==> config.mk <==
export PLATFORM = sky130hd
export DESIGN_NAME = lbc_board_ctrl
export DESIGN_NICKNAME = d
export VERILOG_FILES = /design/src/logic/lbc_board_ctrl.v /design/src/logic/lbc_watchdog.v
export VERILOG_INCLUDE_DIRS = /design/src /design/src/logic
export SDC_FILE = /design/constraint.sdc
export NUM_CORES = 1
export LEC_CHECK = 0
export ABC_AREA = 1
export BUFFER_PORTS_ARGS = -buffer_cell sky130_fd_sc_hd__buf_2
export CAP_MARGIN = 20
export CORE_MARGIN = 2
export CORE_UTILIZATION = 25
export CTS_CLUSTER_DIAMETER = 50
export DETAILED_ROUTE_END_ITERATION = 8
export GPL_ROUTABILITY_DRIVEN = 0
export GPL_TIMING_DRIVEN = 0
export PLACE_DENSITY = 0.36
export SLEW_MARGIN = 25
export SYNTH_ARGS = -nofsm -noshare
export SYNTH_HDL_FRONTEND = slang
export SYNTH_SLANG_ARGS = --single-unit
==> constraint.sdc <==
create_clock -name clk -period 4.9 [get_ports clk]
set_clock_uncertainty 0.1 [all_clocks]
set_input_delay 0.49 -clock clk [delete_from_list [all_inputs] [get_ports clk]]
set_output_delay 0.49 -clock clk [all_outputs]
set_load 0.02 [all_outputs]
==> src/logic/lbc_defs.vh <==
`ifndef LBC_DEFS_VH
`define LBC_DEFS_VH
// ----------------------------------------
// io addresses
// ----------------------------------------
`define LBC_ADDR_POST 16'h0080
`define LBC_ADDR_WDT_EN 16'h0443
`define LBC_ADDR_WDT_DIS 16'h0444
`define LBC_ADDR_VERSION 16'h0445
`define LBC_ADDR_SLOT 16'h0447
// ----------------------------------------
// fields and reset values
// ----------------------------------------
`define LBC_SLOT_FILL 3'h7
`define LBC_POST_RST 8'h00
`define LBC_VER_UNITS 4'h1
`define LBC_VER_TENTHS 4'h0
// ----------------------------------------
// lpc cycle codes
// ----------------------------------------
`define LBC_START_CODE 4'h0
`define LBC_CT_IO_RD 4'h0
`define LBC_CT_IO_WR 4'h2
`define LBC_SYNC_READY 4'h0
`define LBC_TAR_IDLE 4'hF
// ----------------------------------------
// timing
// ----------------------------------------
`define LBC_CLK_HZ 200000000
`define LBC_TICK_SEC 1
`define LBC_TICK_CYCLES (`LBC_CLK_HZ * `LBC_TICK_SEC)
`endif

==> src/logic/lbc_board_ctrl.v <==
// Notes on behaviour
// - any non-zero byte written to 443h starts the watchdog
// - written byte is timeout in seconds, 1 to 255
// - any read of 444h stops the watchdog; read data meaningless
// - capture post code bytes written to address 80h
// - post code drives eight leds and reads back at 80h
// - version read gives bcd units in 7:4, tenths in 3:0
// - slot register bits 7:5 always read ones
// - slot bits 4:0 mirror five geographic address inputs
// - blue out-of-service led lit during hot insert and removal
// - drone mode disables the backplane bus bridge
// - drive indicator yellow for disk activity, blue for hot removal
// - green indicator shows master or drone mode
`timescale 1ns/1ps
`include "lbc_defs.vh"
module lbc_board_ctrl #(
    parameter TICK_CYCLES = `LBC_TICK_CYCLES,
    parameter [3:0] VER_UNITS = `LBC_VER_UNITS,
    parameter [3:0] VER_TENTHS = `LBC_VER_TENTHS
) (
    // clock and reset
    input wire clk,
    input wire rst,
    // lpc bus
    input wire lpcFrameN,
    input wire [3:0] lpcAdIn,
    output reg [3:0] lpcAdOut_reg,
    output reg lpcAdOe_reg,
    // board pins
    input wire [4:0] slotBits,
    input wire diskActive,
    input wire hotSwapPending,
    input wire droneMode,
    // indicators and controls
    output reg [7:0] postCodeLeds_reg,
    output reg blueLed_reg,
    output reg yellowLed_reg,
    output reg masterDroneLed_reg,
    output reg bridgeEnable_reg,
    output reg boardResetReq_reg,
    output reg powerIndicator_reg
);
    localparam ST_IDLE = 4'h0;
    localparam ST_CYC = 4'h1;
    localparam ST_ADDR = 4'h2;
    localparam ST_WDATA = 4'h3;
    localparam ST_TAR1 = 4'h4;
    localparam ST_TAR2 = 4'h5;
    localparam ST_SYNC = 4'h6;
    localparam ST_RDATA = 4'h7;
    localparam ST_TAR3 = 4'h8;
    localparam ST_TAR4 = 4'h9;

    reg [3:0] state_reg;
    reg [2:0] nib_reg;
    reg isWrite_reg;
    reg [15:0] addr_reg;
    reg [7:0] wdata_reg;
    reg [7:0] rdata_reg;
    reg wdtLoad_reg;
    reg wdtStop_reg;
    reg [4:0] slotS1_reg;
    reg [4:0] slotS2_reg;
    reg [2:0] pinS1_reg;
    reg [2:0] pinS2_reg;
    reg [7:0] readMux;
    wire wdtExpired;
    wire wdtRunning;

    // ----------------------------------------
    // pin synchronisers
    // ----------------------------------------
    always @(posedge clk or posedge rst) begin
        if (rst) begin
            slotS1_reg <= 5'h00;
            slotS2_reg <= 5'h00;
            pinS1_reg <= 3'h0;
            pinS2_reg <= 3'h0;
        end else begin
            slotS1_reg <= slotBits;
            slotS2_reg <= slotS1_reg;
            pinS1_reg <= {droneMode, hotSwapPending, diskActive};
            pinS2_reg <= pinS1_reg;
        end
    end

    // ----------------------------------------
    // read data select
    // ----------------------------------------
    always @* begin
        case (addr_reg)
            `LBC_ADDR_POST: readMux = postCodeLeds_reg;
            `LBC_ADDR_VERSION: readMux = {VER_UNITS, VER_TENTHS};
            `LBC_ADDR_SLOT: readMux = {`LBC_SLOT_FILL, slotS2_reg};
            default: readMux = 8'h00;
        endcase
    end

    // ----------------------------------------
    // lpc io target
    // ----------------------------------------
    // frame and ad are sampled on clk; lpc runs on this same clock
    always @(posedge clk or posedge rst) begin
        if (rst) begin
            state_reg <= ST_IDLE;
            nib_reg <= 3'h0;
            isWrite_reg <= 1'b0;
            addr_reg <= 16'h0000;
            wdata_reg <= 8'h00;
            rdata_reg <= 8'h00;
            lpcAdOut_reg <= `LBC_TAR_IDLE;
            lpcAdOe_reg <= 1'b0;
            postCodeLeds_reg <= `LBC_POST_RST;
            wdtLoad_reg <= 1'b0;
            wdtStop_reg <= 1'b0;
        end else begin
            wdtLoad_reg <= 1'b0;
            wdtStop_reg <= 1'b0;
            if (!lpcFrameN) begin
                // frame low always aborts a cycle; restarts only on the start code
                lpcAdOe_reg <= 1'b0;
                state_reg <= (lpcAdIn == `LBC_START_CODE) ? ST_CYC : ST_IDLE;
            end else begin
                case (state_reg)
                    ST_IDLE: begin
                        state_reg <= ST_IDLE;
                    end
                    ST_CYC: begin
                        nib_reg <= 3'h0;
                        isWrite_reg <= (lpcAdIn == `LBC_CT_IO_WR);
                        if (lpcAdIn == `LBC_CT_IO_WR || lpcAdIn == `LBC_CT_IO_RD) begin
                            state_reg <= ST_ADDR;
                        end else begin
                            state_reg <= ST_IDLE;
                        end
                    end
                    ST_ADDR: begin
                        addr_reg <= {addr_reg[11:0], lpcAdIn};
                        nib_reg <= nib_reg + 3'h1;
                        if (nib_reg == 3'h3) begin
                            state_reg <= isWrite_reg ? ST_WDATA : ST_TAR1;
                            nib_reg <= 3'h0;
                        end
                    end
                    ST_WDATA: begin
                        // data arrives low nibble first
                        wdata_reg <= {lpcAdIn, wdata_reg[7:4]};
                        nib_reg <= nib_reg + 3'h1;
                        if (nib_reg == 3'h1) begin
                            state_reg <= ST_TAR1;
                        end
                    end
                    ST_TAR1: begin
                        state_reg <= ST_TAR2;
                    end
                    ST_TAR2: begin
                        // unmapped addresses get no sync; host sees abort
                        if (isWrite_reg ? (addr_reg == `LBC_ADDR_POST ||
                                addr_reg == `LBC_ADDR_WDT_EN) :
                                (addr_reg == `LBC_ADDR_POST ||
                                addr_reg == `LBC_ADDR_WDT_DIS ||
                                addr_reg == `LBC_ADDR_VERSION ||
                                addr_reg == `LBC_ADDR_SLOT)) begin
                            state_reg <= ST_SYNC;
                            lpcAdOut_reg <= `LBC_SYNC_READY;
                            lpcAdOe_reg <= 1'b1;
                            rdata_reg <= readMux;
                        end else begin
                            state_reg <= ST_IDLE;
                        end
                    end
                    ST_SYNC: begin
                        nib_reg <= 3'h0;
                        if (isWrite_reg) begin
                            lpcAdOut_reg <= `LBC_TAR_IDLE;
                            state_reg <= ST_TAR3;
                            if (addr_reg == `LBC_ADDR_POST) begin
                                postCodeLeds_reg <= wdata_reg;
                            end else begin
                                wdtLoad_reg <= 1'b1;
                            end
                        end else begin
                            lpcAdOut_reg <= rdata_reg[3:0];
                            state_reg <= ST_RDATA;
                            if (addr_reg == `LBC_ADDR_WDT_DIS) begin
                                wdtStop_reg <= 1'b1;
                            end
                        end
                    end
                    ST_RDATA: begin
                        lpcAdOut_reg <= rdata_reg[7:4];
                        nib_reg <= nib_reg + 3'h1;
                        if (nib_reg == 3'h1) begin
                            lpcAdOut_reg <= `LBC_TAR_IDLE;
                            state_reg <= ST_TAR3;
                        end
                    end
                    ST_TAR3: begin
                        state_reg <= ST_TAR4;
                    end
                    ST_TAR4: begin
                        lpcAdOe_reg <= 1'b0;
                        state_reg <= ST_IDLE;
                    end
                    default: begin
                        state_reg <= ST_IDLE;
                    end
                endcase
            end
        end
    end

    // ----------------------------------------
    // watchdog
    // ----------------------------------------
    lbc_watchdog #(
        .TICK_CYCLES(TICK_CYCLES)
    ) wdt (
        .clk(clk),
        .rst(rst),
        .loadStb(wdtLoad_reg),
        .loadVal(wdata_reg),
        .stopStb(wdtStop_reg),
        .running_reg(wdtRunning),
        .expired_reg(wdtExpired)
    );

    // ----------------------------------------
    // board indicators
    // ----------------------------------------
    always @(posedge clk or posedge rst) begin
        if (rst) begin
            blueLed_reg <= 1'b0;
            yellowLed_reg <= 1'b0;
            masterDroneLed_reg <= 1'b0;
            bridgeEnable_reg <= 1'b0;
            boardResetReq_reg <= 1'b0;
            powerIndicator_reg <= 1'b0;
        end else begin
            blueLed_reg <= pinS2_reg[1];
            // blue has priority so a pending removal is never hidden
            yellowLed_reg <= pinS2_reg[0] & ~pinS2_reg[1];
            masterDroneLed_reg <= ~pinS2_reg[2];
            bridgeEnable_reg <= ~pinS2_reg[2];
            boardResetReq_reg <= wdtExpired;
            powerIndicator_reg <= 1'b1;
        end
    end
endmodule // lbc_board_ctrl

==> src/logic/lbc_watchdog.v <==
`timescale 1ns/1ps
`include "lbc_defs.vh"
module lbc_watchdog #(
    parameter TICK_CYCLES = `LBC_TICK_CYCLES
) (
    // clock and reset
    input wire clk,
    input wire rst,
    // control
    input wire loadStb,
    input wire [7:0] loadVal,
    input wire stopStb,
    // status
    output reg running_reg,
    output reg expired_reg
);
    reg [31:0] tickCnt_reg;
    reg [7:0] secLeft_reg;
    wire tick;
    wire expiring;

    // ----------------------------------------
    // one-second time base
    // ----------------------------------------
    // free running, so the first second after a load may be short
    assign tick = (tickCnt_reg == TICK_CYCLES - 1);
    always @(posedge clk or posedge rst) begin
        if (rst) begin
            tickCnt_reg <= 32'h00000000;
        end else if (tick) begin
            tickCnt_reg <= 32'h00000000;
        end else begin
            tickCnt_reg <= tickCnt_reg + 32'h00000001;
        end
    end

    // ----------------------------------------
    // countdown
    // ----------------------------------------
    assign expiring = running_reg && tick && (secLeft_reg == 8'h01);
    always @(posedge clk or posedge rst) begin
        if (rst) begin
            running_reg <= 1'b0;
            secLeft_reg <= 8'h00;
            expired_reg <= 1'b0;
        end else if (stopStb) begin
            running_reg <= 1'b0;
            // an expiry in the same cycle beats the clear
            expired_reg <= expiring;
        end else if (loadStb && loadVal != 8'h00) begin
            running_reg <= 1'b1;
            secLeft_reg <= loadVal;
            expired_reg <= expiring;
        end else if (running_reg && tick) begin
            if (secLeft_reg == 8'h01) begin
                running_reg <= 1'b0;
                expired_reg <= 1'b1;
            end
            secLeft_reg <= secLeft_reg - 8'h01;
        end
    end
endmodule // lbc_watchdog

==> results.cfg, run 1 <==
[status]
run_status = complete, no violations

[synth]
syn_area_um2 = 5890
synth_nets = 745
netlist_top_cells_area = dfrtp_1, nand2_1, inv_1
synth_top_area_share_pct = 48.5
synth.ff_latch_count = 118
synth_top_flop_cell = dfrtp_1
synth_cell_types = 38
synth_top_family_by_area = simple AND/OR/NAND/NOR gates
syn_inst = 723
synth_top_area_cell = dfrtp_1
synth-xor-area-share_pct = 4.17
synthAdderAreaFrac_pct = 1.49
synth_compound_area_share_pct = 6.97
synthSimpleGateAreaFrac_pct = 29.4
synth_edf_count = 0
synth_async_sr_flop_share_pct = 100
yosysSeqAreaShare_pct = 50.2
avgSynthCellArea_um2 = 8.14
synth.area.mux_share_pct = 0
synth-warning-count = 0

[cells_and_area]
fin_area_um2 = 7100
drive_gt1_share_pct = 14.8
syn_to_final_growth_pct = 20.7
largest_reg_flops = 32
utilization_pct = 30.5
mostFrequentLayoutCells = nand2_1, dfrtp_1, inv_1
final_nets = 799
final_common_cell = nand2_1
fillers = 2536
diodes = 0

[drt]
drtIter0Drc = 254
drtAntennaViolNets = 0
drt-total-wl_um = 15200
wl_per_cell_um = 13.7
viasPerCell = 4.31
drc = 0
dr_total_vias = 4775
first_pass_iters = 5

[timing]
finalHoldViolCount = 0
relSlewSlack_pct = 64.9
setup_viol = 0
rsz0062_at_grt = no
tightestPinTransition_ns = 0.522
min_period_ns = 2.08
layout_setup_ws_ns = 2.82
fin_setup_tns_ns = 0
maxSlewViolCount = 0
fin_crit_sh_pct = 42.5
max_freq_mhz = 480

[setup_path]
crit_required_ns = 5.08
crit_type = reg -> reg
cp.arrival_ns = 2.26
cp-end-kind = flop
cpPeakStageDelay_ns = 0.47
cp_cell_sequence = nand2_1 -> nor2_1 -> nand2_1 -> nor3_1 -> nand4_1 -> o21ai_0 -> a21oi_1
critPathMostFrequentCell = nand2_1
crit_family = simple AND/OR/NAND/NOR gates
cp_max_fo = 6
cp_num_buf_inv = 0
startpoint_type = flop
slowest_stage = dfrtp_1

[global_routing]
grt_pass1_vias = 4800
grt_first_pass_wirelength_um = 25300
grt_start_max_net_pins = 80
gr-total-overflow = 0
antenna_found_initial = 0
grt_usage_pct = 13.3

[clock_network]
cts_resized = 0
cts_root_buffer = clkbuf_16
cts_tree = built
cts-htree-levels = 4
worstSkewPairLatency_ns = 0.41
postCtsSetupBuffers = 0
cts.path.max_buffers = 2
cts_buffers = 17
path_clk_slew_ns = 0.06
clkSinkCount = 118

[floorplanning]
die_width_um = 157
die_h_um = 157
ios = 34
rows = 56
initial_core_util_pct = 25.3
die_area_um2 = 24800
core_region_area_um2 = 23300

[pwr]
irDropWorstVdd_v = 0.000203
power_uw = 2810
p_leak_uw = 0.00333
p_per_area_nw_per_um2 = 396

[placement]
port_buffers = 33
place_area_um2 = 6490
dp.final_hpwl_um = 11300
dpl_worst_slack_ns = 2.84

[hold_path]
hold_class = in -> reg

[job]
max_cap_violations = 0
-- worst register-to-register path, stage by stage, from the launching register on --
cell	delay [ns]
dfrtp_1	0.47
nand2_1	0.11
nor2_1	0.24
nand2_1	0.10
nor3_1	0.33
nand4_1	0.29
o21ai_0	0.23
a21oi_1	0.08
-- path summary, 6_finish.rpt --
check	slack, ns	depth (start not counted)	endpoint	start
min reg2reg	0.25	0	pinS2_reg[0]$_DFF_PP0_	pinS1_reg[0]$_DFF_PP0_
max	2.82	7	wdt.running_reg$_DFFE_PP0P_	wdt.tickCnt_reg[23]$_DFF_PP0_
max in group asynchronous	3.50	4	wdt.expired_reg$_DFFE_PP0P_	rst
min in group asynchronous	0.50	3	pinS1_reg[2]$_DFF_PP0_	rst
min	0.08	1	pinS1_reg[0]$_DFF_PP0_	diskActive
max reg2reg	2.82	7	wdt.running_reg$_DFFE_PP0P_	wdt.tickCnt_reg[23]$_DFF_PP0_
-- stage by stage --
| step | hold slack, ns | std cells |
|---|---|---|
| detailed placement | 0.236 | 1076 |
| global route | 0.0461 | 1108 |
| floorplan | 0.231 | 723 |
| global placement | 0.236 | 1075 |
| finish | 0.0776 | 1108 |
| CTS | 0.0517 | 1108 |
-- Yosys cell counts, types with 4 or more instances --
cell      instances
a21oi_1           8
buf_2             4
clkbuf_1          4
dfrtp_1         114
dfstp_2           4
ha_1              7
inv_1            92
inv_2             5
nand2_1         182
nand2_2           8
nand3_1          41
nand3_2           4
nand4_1          12
nor2_1           73
nor2_2            8
nor3_1           26
nor3b_1           5
nor4_1           11
o21ai_0          55
xnor2_1           4
xor2_1           24
-- what timing repair did --
action | CTS | global route
hold buffers | 1 | 0
hold endpoints to repair | 38 | 0
endpoints found under the setup margin | 0 | 0
-- where the power goes --
| part | internal [uW] | total, uW | switching (uW) |
|---|---|---|---|
| clock network | 825 | 1290 | 466 |
| logic | 115 | 354 | 240 |
| registers | 1080 | 1170 | 81.8 |
| total | 2020 | 2810 | 787 |
-- layer usage --
layer	vias up	wire length [um]	track usage (%)
met4	0	266	4.72
li1	2418	-	-
met1	2246	7890	18.9
met2	94	6570	19.7
met3	17	437	3.14
met5	-	0	0
-- cell families (layout without fill, tap and decap cells) --
family	count (synthesis)	in the layout
and+or+nand+nor	381	381
DFF	118	118
buffers and inverters	111	177
AOI/OAI and AO/OA	77	77
xor gates and xnor gates	28	28
adders and majority gates	7	7
other	1	1
-- cell type report --
class | count | area [um^2] | area share, %
inverters | 98 | 378 | 5.32
multi-input cells | 494 | 2480 | 34.9
clock inverters | 11 | 150 | 2.11
clock buffers | 20 | 457 | 6.43
flip-flops and latches | 118 | 2960 | 41.6
repair buffers | 35 | 203 | 2.85
well taps | 319 | 399 | 5.62
plain buffers | 13 | 80.1 | 1.13
No activity file was read; power rests on OpenSTA's default activity.
==> inputs of run 2 (changes only) <==
clock period = 1.99 ns   (was 4.9 ns; I/O delays follow)
==> run 2 against run 1 <==
Clock power is 140% higher. Total power is 140% higher. Final cell count is 2.9% higher. Routed wire length is 2.6% higher. Die area stayed put. Sequential share of layout area is 2.2 points lower.
==> results.cfg, run 2 (same netlist as run 1, synthesis figures left out) <==
[drt]
drtIter0Drc = 254
drtAntennaViolNets = 0
drc = 0
dr_total_vias = 4954
wl_per_cell_um = 13.7
drt-total-wl_um = 15600
viasPerCell = 4.35
first_pass_iters = 5

[setup_path]
r2r-end = wdt.tickCnt_reg[22]$_DFF_PP0_
r2r.worst_path.cells = 9
cp_max_fo = 10
startpoint_type = flop
cp-end-kind = flop
crit_required_ns = 2.18
rr_startpoint = wdt.tickCnt_reg[1]$_DFF_PP0_
reg2reg_slack_ns = 0.08
cp.arrival_ns = 2.11
cp-endpoint = wdt.tickCnt_reg[22]$_DFF_PP0_
crit_start = wdt.tickCnt_reg[1]$_DFF_PP0_
crit_type = reg -> reg

[timing]
finalHoldViolCount = 0
fin_setup_tns_ns = 0
setup_viol = 0
min_period_ns = 1.91
maxSlewViolCount = 0
fin_crit_sh_pct = 96.2
rsz0062_at_grt = yes
max_freq_mhz = 522
layout_setup_ws_ns = 0.0757
tightestPinTransition_ns = 0.502
relSlewSlack_pct = 66.5

[global_routing]
gr-total-overflow = 0
grt_usage_pct = 13.3
grtUsageMet3_pct = 2.95
top_usage_layer = met2
grt_first_pass_wirelength_um = 25400
use_met2_pct = 20.5
grt_pass1_vias = 4986
grt_start_max_net_pins = 30
antenna_found_initial = 0
globalRouteMet1Util_pct = 18.1

[cells_and_area]
syn_to_final_growth_pct = 27.5
largest_reg_flops = 32
final_nets = 831
fillers = 2524
drive_gt1_share_pct = 19.1
final_common_cell = nand2_1
diodes = 0
mostFrequentLayoutCells = nand2_1, dfrtp_1, inv_1
fin_cells = 1140

[clock_network]
clkSinkCount = 118
cts.path.max_buffers = 2
cts-htree-levels = 4
path_clk_slew_ns = 0.06
cts_buffers = 17
worstSkewPairLatency_ns = 0.41
cts_tree = built
cts_root_buffer = clkbuf_16

[floorplanning]
initial_core_util_pct = 25.3
rows = 56
core_region_area_um2 = 23300
ios = 34
die_h_um = 157
die_width_um = 157
die_area_um2 = 24800

[hold_path]
hold_class = in -> reg
hp-start = lpcFrameN

[pwr]
irDropWorstVdd_v = 0.000484
p_leak_uw = 0.00353
power_uw = 6870
p_per_area_nw_per_um2 = 916

[placement]
port_buffers = 33
dpl_worst_slack_ns = -0.0662
dpl.cell_count = 1079
dp.final_hpwl_um = 11700

[status]
run_status = complete, no violations

[job]
max_cap_violations = 0
[run 2: where the power goes]
group | switching, uW | total [uW] | internal [uW]
Sequential | 210 | 2880 | 2670
Combinational | 617 | 953 | 337
Clock | 1130 | 3040 | 1900
Total | 1960 | 6870 | 4910
[run 2: per-layer routing]
metal	up-vias	part of all wire [%]
met5	-	0
met4	0	1.8
met3	20	2.8
met2	78	45
met1	2374	50
li1	2482	-
[run 2: what timing repair did]
action,CTS,global route
buffers inserted,2,15
hold buffers,13,0
pin swaps,0,8
endpoints found under the hold margin,34,0
endpoints found under the setup margin,17,51
gates resized for setup,2,31
[run 2: through the flow]
stage          hold slack (ns)  util [%]  area [um^2]
2_1_floorplan            0.130         -         5890
3_3_place_gp             0.206      27.7         6450
3_5_place_dp             0.161      28.1         6540
4_1_cts                 0.0276      31.3         7280
5_1_grt                 0.0617      32.3         7510
6_report                0.0458      32.3         7510
[run 2: layout make-up]
class | instances | area [um^2] | share of cell area, %
Buffer | 13 | 87.6 | 1.17
Sequential cell | 118 | 2960 | 39.5
Timing Repair Buffer | 67 | 510 | 6.80
Tap cell | 319 | 399 | 5.32
Clock buffer | 20 | 457 | 6.08
Inverter | 98 | 377 | 5.02
Multi-Input combinational cell | 494 | 2590 | 34.5
Clock inverter | 11 | 125 | 1.67
[run 2: worst min path at each step]
stage,endpoint,depth (start not counted),slack [ns]
after CTS,state_reg[0]$_DFFE_PP0P_,3,0.03
after floorplan,pinS1_reg[0]$_DFF_PP0_,0,0.13
after global routing,state_reg[0]$_DFFE_PP0P_,3,0.06
final,state_reg[0]$_DFFE_PP0P_,3,0.05
after detailed placement,boardResetReq_reg$_DFF_PP0_,2,0.16
after global placement,slotS1_reg[4]$_DFF_PP0_,1,0.21
[run 2: worst max-delay path: stages (launching register included)]
cell and delay, ns:
dfrtp_1 0.42, ha_4 0.19, nand3_4 0.10, inv_2 0.09, nand2_2 0.09, nor3_4 0.23, and2_2 0.17, buf_2 0.19
buf_8 0.17, nor2_1 0.06
